## src/rtl/mie_pkg.sv

```systemverilog
// Package for the interrupt enable and mask block.
// Shared by the bus slave, the gating network and the top module.
package mie_pkg;

  // Register byte offsets
  localparam logic [7:0] ENABLE_MASK_OFF = 8'h38;
  localparam logic [7:0] PENDING_OFF = 8'h3c;

  // Reset value of the enable mask register
  localparam logic [31:0] ENABLE_MASK_RESET = 32'h0000_0000;

  // Field positions of the enable mask register and the pending view
  localparam int unsigned BIT_NORMAL_GROUP = 16;
  localparam int unsigned BIT_ABNORMAL_GROUP = 15;
  localparam int unsigned BIT_FATAL_BUS_ERROR = 13;
  localparam int unsigned BIT_TIMER_EXPIRY = 11;
  localparam int unsigned BIT_RX_WATCHDOG_TIMEOUT = 9;
  localparam int unsigned BIT_RX_STOPPED = 8;
  localparam int unsigned BIT_RX_DESC_UNAVAILABLE = 7;
  localparam int unsigned BIT_RX_COMPLETED = 6;
  localparam int unsigned BIT_TX_UNDERFLOW = 5;
  localparam int unsigned BIT_TX_JABBER_TIMEOUT = 3;
  localparam int unsigned BIT_TX_DESC_UNAVAILABLE = 2;
  localparam int unsigned BIT_TX_PROCESSOR_STOPPED = 1;
  localparam int unsigned BIT_TX_COMPLETED = 0;
  localparam int unsigned BIT_PENDING_IRQ = 31;

  // Event groups and writable bits
  localparam logic [31:0] NORMAL_EVENTS = 32'h0000_0045;
  localparam logic [31:0] ABNORMAL_EVENTS = 32'h0000_2baa;
  localparam logic [31:0] DEFINED_BITS = 32'h0001_abef;

  // AXI4-Lite response codes
  localparam logic [1:0] RESP_OKAY = 2'h0;
  localparam logic [1:0] RESP_SLVERR = 2'h2;

  // Write command from the bus slave
  typedef struct packed {
    logic [7:0] addr;
    logic [31:0] data;
    logic [3:0] strb;
  } mie_wcmd_s;

  // Read answer to the bus slave
  typedef struct packed {
    logic [31:0] data;
    logic [1:0] resp;
  } mie_rrsp_s;

endpackage : mie_pkg

```

## src/rtl/mie_axil_slave.sv

```systemverilog
// AXI4-Lite slave front end: one write and one read in flight.
// Decode and read data are supplied by the parent on the same clock.
`timescale 1ns/100ps
module mie_axil_slave
  import mie_pkg::*;
(
  input wire logic aclk,
  input wire logic aresetn,
  input wire logic [7:0] s_axi_awaddr,
  input wire logic s_axi_awvalid,
  output logic s_axi_awready,
  input wire logic [31:0] s_axi_wdata,
  input wire logic [3:0] s_axi_wstrb,
  input wire logic s_axi_wvalid,
  output logic s_axi_wready,
  output logic [1:0] s_axi_bresp,
  output logic s_axi_bvalid,
  input wire logic s_axi_bready,
  input wire logic [7:0] s_axi_araddr,
  input wire logic s_axi_arvalid,
  output logic s_axi_arready,
  output logic [31:0] s_axi_rdata,
  output logic [1:0] s_axi_rresp,
  output logic s_axi_rvalid,
  input wire logic s_axi_rready,
  output mie_wcmd_s wcmd,
  output logic wr_fire,
  input wire logic [1:0] wr_resp,
  output logic [7:0] rd_addr,
  output logic rd_fire,
  input mie_rrsp_s rd_rsp
);

  logic aw_have_q;
  logic w_have_q;
  logic ar_have_q;
  logic [7:0] aw_addr_q;
  logic [31:0] w_data_q;
  logic [3:0] w_strb_q;

  assign wcmd = '{addr: aw_addr_q, data: w_data_q, strb: w_strb_q};

  assign wr_fire = aw_have_q & w_have_q & ~s_axi_bvalid;
  assign rd_fire = ar_have_q & ~s_axi_rvalid;

  // Write address channel
  always_ff @(posedge aclk) begin
    if (!aresetn) begin
      aw_have_q <= 1'b0;
      s_axi_awready <= 1'b0;
      aw_addr_q <= 8'h00;
    end else if (s_axi_awvalid && s_axi_awready) begin
      aw_have_q <= 1'b1;
      s_axi_awready <= 1'b0;
      aw_addr_q <= s_axi_awaddr;
    end else if (s_axi_bvalid && s_axi_bready) begin
      aw_have_q <= 1'b0;
      s_axi_awready <= 1'b1;
    end else if (!aw_have_q) begin
      s_axi_awready <= 1'b1;
    end
  end

  // Write data channel
  always_ff @(posedge aclk) begin
    if (!aresetn) begin
      w_have_q <= 1'b0;
      s_axi_wready <= 1'b0;
      w_data_q <= 32'h0000_0000;
      w_strb_q <= 4'h0;
    end else if (s_axi_wvalid && s_axi_wready) begin
      w_have_q <= 1'b1;
      s_axi_wready <= 1'b0;
      w_data_q <= s_axi_wdata;
      w_strb_q <= s_axi_wstrb;
    end else if (s_axi_bvalid && s_axi_bready) begin
      w_have_q <= 1'b0;
      s_axi_wready <= 1'b1;
    end else if (!w_have_q) begin
      s_axi_wready <= 1'b1;
    end
  end

  // Write response
  always_ff @(posedge aclk) begin
    if (!aresetn) begin
      s_axi_bvalid <= 1'b0;
      s_axi_bresp <= RESP_OKAY;
    end else if (wr_fire) begin
      s_axi_bvalid <= 1'b1;
      s_axi_bresp <= wr_resp;
    end else if (s_axi_bready) begin
      s_axi_bvalid <= 1'b0;
    end
  end

  // Read address channel
  always_ff @(posedge aclk) begin
    if (!aresetn) begin
      ar_have_q <= 1'b0;
      s_axi_arready <= 1'b0;
      rd_addr <= 8'h00;
    end else if (s_axi_arvalid && s_axi_arready) begin
      ar_have_q <= 1'b1;
      s_axi_arready <= 1'b0;
      rd_addr <= s_axi_araddr;
    end else if (s_axi_rvalid && s_axi_rready) begin
      ar_have_q <= 1'b0;
      s_axi_arready <= 1'b1;
    end else if (!ar_have_q) begin
      s_axi_arready <= 1'b1;
    end
  end

  // Read data channel
  always_ff @(posedge aclk) begin
    if (!aresetn) begin
      s_axi_rvalid <= 1'b0;
      s_axi_rdata <= 32'h0000_0000;
      s_axi_rresp <= RESP_OKAY;
    end else if (rd_fire) begin
      s_axi_rvalid <= 1'b1;
      s_axi_rdata <= rd_rsp.data;
      s_axi_rresp <= rd_rsp.resp;
    end else if (s_axi_rready) begin
      s_axi_rvalid <= 1'b0;
    end
  end

endmodule : mie_axil_slave

```

## src/rtl/mie_gate.sv

```systemverilog
// Per-event gating of latched status by individual and group enables.
// Status and enables come from logic on the same clock.
`timescale 1ns/100ps
module mie_gate
  import mie_pkg::*;
(
  input wire logic [31:0] status,
  input wire logic [31:0] enables,
  output logic [31:0] pending
);

  genvar i;
  generate
    for (i = 0; i < 32; i++) begin : g_bit
      if (NORMAL_EVENTS[i]) begin : g_norm
        // Normal event needs its own and the normal group enable
        assign pending[i] = status[i] & enables[i] & enables[BIT_NORMAL_GROUP];
      end else if (ABNORMAL_EVENTS[i]) begin : g_abn
        // Abnormal event needs its own and the abnormal group enable
        assign pending[i] = status[i] & enables[i] & enables[BIT_ABNORMAL_GROUP];
      end else begin : g_none
        assign pending[i] = 1'b0;
      end
    end
  endgenerate

endmodule : mie_gate

```

## src/rtl/mie_top.sv

```systemverilog
// Interrupt enable and mask register with group gating and request output.
// Expects latched status bits from the interrupt status register, same clock.
//
// What this block does
// - Bit 16 enables the normal event group
// - Bit 15 enables the abnormal event group
// - Fatal bus error needs bit 13 and 15
// - Timer expiry needs bit 11 and 15
// - Receive watchdog needs bit 9 and 15
// - Receive stopped needs bit 8 and 15
// - Receive descriptor unavailable needs 7 and 15
// - Receive completed needs bit 6 and 16
// - Transmit underflow needs bit 5 and 15
// - Transmit jabber timeout needs bit 3 and 15
// - Transmit descriptor unavailable needs 2 and 16
// - Transmit processor stopped needs 1 and 15
// - Transmit completed needs bit 0 and 16
// - Enable register sits at byte offset 38h
`timescale 1ns/100ps
module mie_top
  import mie_pkg::*;
(
  input wire logic aclk,
  input wire logic aresetn,
  input wire logic [7:0] s_axi_awaddr,
  input wire logic s_axi_awvalid,
  output logic s_axi_awready,
  input wire logic [31:0] s_axi_wdata,
  input wire logic [3:0] s_axi_wstrb,
  input wire logic s_axi_wvalid,
  output logic s_axi_wready,
  output logic [1:0] s_axi_bresp,
  output logic s_axi_bvalid,
  input wire logic s_axi_bready,
  input wire logic [7:0] s_axi_araddr,
  input wire logic s_axi_arvalid,
  output logic s_axi_arready,
  output logic [31:0] s_axi_rdata,
  output logic [1:0] s_axi_rresp,
  output logic s_axi_rvalid,
  input wire logic s_axi_rready,
  input wire logic [31:0] int_status,
  output logic irq
);

  mie_wcmd_s wcmd;
  mie_rrsp_s rd_rsp;
  logic wr_fire;
  logic rd_fire;
  logic [7:0] rd_addr;
  logic [1:0] wr_resp;
  logic [31:0] enable_mask_q;
  logic [31:0] enable_mask_d;
  logic [31:0] byte_mask;
  logic [31:0] pending;
  logic [31:0] pending_view;
  logic wr_enable_hit;
  logic wr_pending_hit;
  logic irq_q;

  assign irq = irq_q;

  // Bus front end
  mie_axil_slave mie_axil_slave_inst (
    .aclk(aclk),
    .aresetn(aresetn),
    .s_axi_awaddr(s_axi_awaddr),
    .s_axi_awvalid(s_axi_awvalid),
    .s_axi_awready(s_axi_awready),
    .s_axi_wdata(s_axi_wdata),
    .s_axi_wstrb(s_axi_wstrb),
    .s_axi_wvalid(s_axi_wvalid),
    .s_axi_wready(s_axi_wready),
    .s_axi_bresp(s_axi_bresp),
    .s_axi_bvalid(s_axi_bvalid),
    .s_axi_bready(s_axi_bready),
    .s_axi_araddr(s_axi_araddr),
    .s_axi_arvalid(s_axi_arvalid),
    .s_axi_arready(s_axi_arready),
    .s_axi_rdata(s_axi_rdata),
    .s_axi_rresp(s_axi_rresp),
    .s_axi_rvalid(s_axi_rvalid),
    .s_axi_rready(s_axi_rready),
    .wcmd(wcmd),
    .wr_fire(wr_fire),
    .wr_resp(wr_resp),
    .rd_addr(rd_addr),
    .rd_fire(rd_fire),
    .rd_rsp(rd_rsp)
  );

  // Event gating by individual and group enables
  mie_gate mie_gate_inst (
    .status(int_status),
    .enables(enable_mask_q),
    .pending(pending)
  );

  // Write address decode
  assign wr_enable_hit = (wcmd.addr[7:2] == ENABLE_MASK_OFF[7:2]);
  assign wr_pending_hit = (wcmd.addr[7:2] == PENDING_OFF[7:2]);

  // Read-only pending view accepts writes and ignores them
  assign wr_resp = (wr_enable_hit || wr_pending_hit) ? RESP_OKAY : RESP_SLVERR;

  // Byte lane mask from write strobes
  genvar b;
  generate
    for (b = 0; b < 4; b++) begin : g_lane
      assign byte_mask[b*8 +: 8] = {8{wcmd.strb[b]}};
    end
  endgenerate

  // Merge written lanes, keep reserved bits at zero
  always_comb begin
    enable_mask_d = (enable_mask_q & ~byte_mask) | (wcmd.data & byte_mask);
    enable_mask_d = enable_mask_d & DEFINED_BITS;
  end

  // Enable mask register
  always_ff @(posedge aclk) begin
    if (!aresetn) begin
      enable_mask_q <= ENABLE_MASK_RESET;
    end else if (wr_fire && wr_enable_hit) begin
      enable_mask_q <= enable_mask_d;
    end
  end

  // Interrupt request from any gated event
  always_ff @(posedge aclk) begin
    if (!aresetn) begin
      irq_q <= 1'b0;
    end else begin
      irq_q <= |pending;
    end
  end

  // Pending view: gated events, group summaries and request level
  always_comb begin
    pending_view = pending & DEFINED_BITS;
    pending_view[BIT_NORMAL_GROUP] = |(pending & NORMAL_EVENTS);
    pending_view[BIT_ABNORMAL_GROUP] = |(pending & ABNORMAL_EVENTS);
    pending_view[BIT_PENDING_IRQ] = irq_q;
  end

  // Read data mux
  always_comb begin
    rd_rsp.data = 32'h0000_0000;
    rd_rsp.resp = RESP_SLVERR;
    if (rd_addr[7:2] == ENABLE_MASK_OFF[7:2]) begin
      rd_rsp.data = enable_mask_q;
      rd_rsp.resp = RESP_OKAY;
    end else if (rd_addr[7:2] == PENDING_OFF[7:2]) begin
      rd_rsp.data = pending_view;
      rd_rsp.resp = RESP_OKAY;
    end
  end
endmodule : mie_top

```

## config.mk

```make
export PLATFORM = sky130hd
export DESIGN_NAME = mie_top
export DESIGN_NICKNAME = d
export VERILOG_FILES = /design/src/rtl/mie_pkg.sv /design/src/rtl/mie_axil_slave.sv /design/src/rtl/mie_gate.sv /design/src/rtl/mie_top.sv
export SDC_FILE = /design/constraint.sdc
export NUM_CORES = 1
export LEC_CHECK = 0
export BUFFER_PORTS_ARGS = -buffer_cell sky130_fd_sc_hd__buf_2
export CORE_MARGIN = 10
export CORE_UTILIZATION = 40
export CTS_BUF_LIST = sky130_fd_sc_hd__clkbuf_4
export DETAILED_ROUTE_END_ITERATION = 7
export GPL_TIMING_DRIVEN = 0
export PLACE_DENSITY = 0.76
export SYNTH_ARGS = -nofsm -noshare
export SYNTH_HDL_FRONTEND = slang
export SYNTH_SLANG_ARGS = --single-unit
```

## constraint.sdc

```tcl
create_clock -name aclk -period 1.59 [get_ports aclk]
set_input_delay 0.318 -clock aclk [delete_from_list [all_inputs] [get_ports aclk]]
set_output_delay 0.318 -clock aclk [all_outputs]
set_load 0.02 [all_outputs]
```

==> impl_metrics.py <==
metrics = {
    "placed_design": {
        "routabilityCongestion": 0.8495,
        "hpwl_um": 5783,
        "numPortBuffers": 66,
    },
    "route": {
        "vias": 2524,
        "wl_met3_um": 623,
        "top_layer_used": "met4",
        "drc_errors": 0,
        "routed_wl_um": 7418,
        "antenna_left": 0,
        "wl_per_cell_um": 14.10,
        "wl_met2_um": 3531,
        "initialDrtViolationCount": 124,
        "m1WireLength_um": 3166,
        "first_pass_iters": 6,
        "drt-vias-per-instance": 4.798,
    },
    "power": {
        "vdd_drop_max_mv": 0.3501,
        "total_power_mw": 2.980,
        "p_per_area_nw_per_um2": 866.1,
        "p_leak_nw": 1.450,
    },
    "timing": {
        "finalHoldViolCount": 0,
        "hold_slack_ns": 0.1511,
        "finalCritPeriodShare_pct": 94.13,
        "maxSlewHeadroom_pct": 58.64,
        "clock_skew_ns": 0.01305,
        "rsz0062_at_grt": "no",
        "finalCriticalPeriod_ns": 1.497,
        "final_max_slew_viol_count": 0,
        "max_freq_mhz": 668.1,
        "setup_viol": 0,
        "worst_pin_slew_ns": 0.6157,
    },
    "floorplanning": {
        "coreArea_um2": 6832,
        "die_h_um": 104.0,
        "rows": 30,
        "start_util_pct": 41.28,
        "die_w_um": 104.0,
        "io_pins": 133,
        "die-area_um2": 10810,
    },
    "clock_network": {
        "cts_tree": "built",
        "clk_pin_slew_ns": 0.10,
        "clock_sinks": 66,
        "post-cts-setup-buffer-count": 0,
        "clockBufferDepth": 2,
        "cts_root_buf": "clkbuf_4",
        "cts_buffers": 9,
        "clock_latency_ns": 0.39,
        "h-tree-depth": 3,
    },
    "worst_setup_path": {
        "cp.required_ns": 1.92,
        "path_max_fanout": 10,
        "cp-start-kind": "flip-flop",
        "arrival_ns": 1.83,
        "critPathCaptureType": "flip-flop",
        "path_class": "reg2reg",
    },
    "synthesis": {
        "synth_edf_count": 0,
        "synth.cell_area_um2": 2820,
        "synth_area_leaders": "dfxtp_1, nand2_1, a21oi_1",
        "yosys_register_bits": 66,
        "ys_types": 34,
        "avgSynthCellArea_um2": 8.546,
        "ys_async_sr_fraction_pct": 0,
        "ys_seq_area_share_pct": 46.85,
        "yosysTopAreaCell": "dfxtp_1",
        "synth_top_area_share_pct": 46.85,
        "netlist_top_cells_count": "nand2_1, dfxtp_1, a21oi_1",
        "synth.most_common_cell": "nand2_1",
        "syn_inst": 330,
        "yosysWarningCount": 0,
        "ys.flop_type": "dfxtp_1",
    },
    "final_layout": {
        "seq_area_um2": 1321,
        "post_route_cells_drive_above_1_share_pct": 27.44,
        "final_util_pct": 50.37,
        "fillCellCount": 707,
        "area_delta_synth_final_pct": 22.01,
        "multi_input_area_um2": 1328,
        "antenna_cells": 0,
        "nets": 517,
    },
    "flow_run": {
        "drv_cap": 0,
    },
    "worst_hold_path": {
        "hp-class": "in2reg",
    },
    "global_route": {
        "grt_pass1_vias": 2525,
        "grt_max_degree": 11,
        "grt_pass1_wl_um": 12050,
        "grt_usage_pct": 13.25,
        "grt_antenna_before_repair": 0,
        "grt.overflow.total": 0,
    },
    "status": {
        "status": "finished clean",
    },
}
layer usage:
metal | global-route usage, % | vias to the layer above
li1 | - | 1283
met1 | 15.74 | 1124
met2 | 21.53 | 107
met3 | 4.647 | 10
met5 | 0 | -
met4 | 4.771 | 0
cell type report:
| cell class | instances | share of cell area [%] |
|---|---|---|
| buffer | 41 | 6.764 |
| clock buffer | 10 | 2.182 |
| clock inverter | 5 | 0.6545 |
| inverter | 3 | 0.3273 |
| multi-input combinational | 239 | 38.58 |
| sequential | 66 | 38.40 |
| tap | 96 | 3.491 |
| timing repair buffer | 66 | 9.600 |
layout by cell type (no fill, tap or decap), types with 2 or more instances in the layout:
cell type / count
buf_1: 3
clkbuf_4: 10
buf_4: 20
a21bo_2: 11
a21oi_1: 44
mux2i_1: 13
nand3_1: 14
clkinv_2: 3
nand4_1: 14
buf_2: 68
nor3_1: 2
conb_1: 20
a22oi_1: 5
clkinv_1: 2
nand2_1: 90
nor4_4: 2
dfxtp_1: 66
nand2b_1: 4
o211a_1: 3
clkbuf_1: 15
and2_1: 2
inv_1: 3
repair_timing:
| item | CTS | global route |
|---|---|---|
| gates resized for setup | 0 | 2 |
| hold endpoints to repair | 0 | 0 |
| setup endpoints to repair | 0 | 9 |
| hold buffers | 0 | 0 |
power breakdown:
part	internal, mW	switching (mW)
clock	0.313	0.554
sequential	1.70	0.0353
combinational	0.149	0.224
worst max-delay path, stage by stage (launching register included):
cell	delay (ns)
dfxtp_1	0.35
and4bb_2	0.38
buf_1	0.38
nand4_1	0.18
a21oi_1	0.14
through the flow:
step | area, µm² | setup slack [ns] | TNS, ns | std cells
final | 3441 | 0.09327 | 0 | 526
after global routing | 3441 | 0.002262 | 0 | 526
after detailed placement | 3342 | -0.1509 | -2.767 | 511
after CTS | 3440 | 0.05660 | 0 | 526
after floorplan | 2892 | 0.1814 | 0 | 349
after global placement | 3342 | -0.1043 | -1.676 | 511
path summary, 6_finish.rpt:
path                                          from                                 end  slack [ns]  cells after the start
setup / recovery  mie_axil_slave_inst.s_axi_rvalid  mie_axil_slave_inst.s_axi_rdata[7]        0.09                      4
hold reg to reg    mie_axil_slave_inst.w_data_q[6]                           flip-flop        0.45                      2
setup reg to reg  mie_axil_slave_inst.s_axi_rvalid  mie_axil_slave_inst.s_axi_rdata[7]        0.09                      4
hold / removal                      s_axi_wdata[7]     mie_axil_slave_inst.w_data_q[7]        0.15                      3
kinds of logic (layout without fill, tap and decap cells):
kind of cell / after synthesis / after routing / synth area share (%)
and+or+nand+nor: 137 / 137 / 24.22
AOI/OAI and AO/OA: 69 / 69 / 15.57
DFF: 66 / 66 / 46.85
buffers and inverters: 44 / 125 / 8.607
muxes: 13 / 13 / 4.614
other: 1 / 20 / 0.1330
Power figures use the tool's default switching activity.
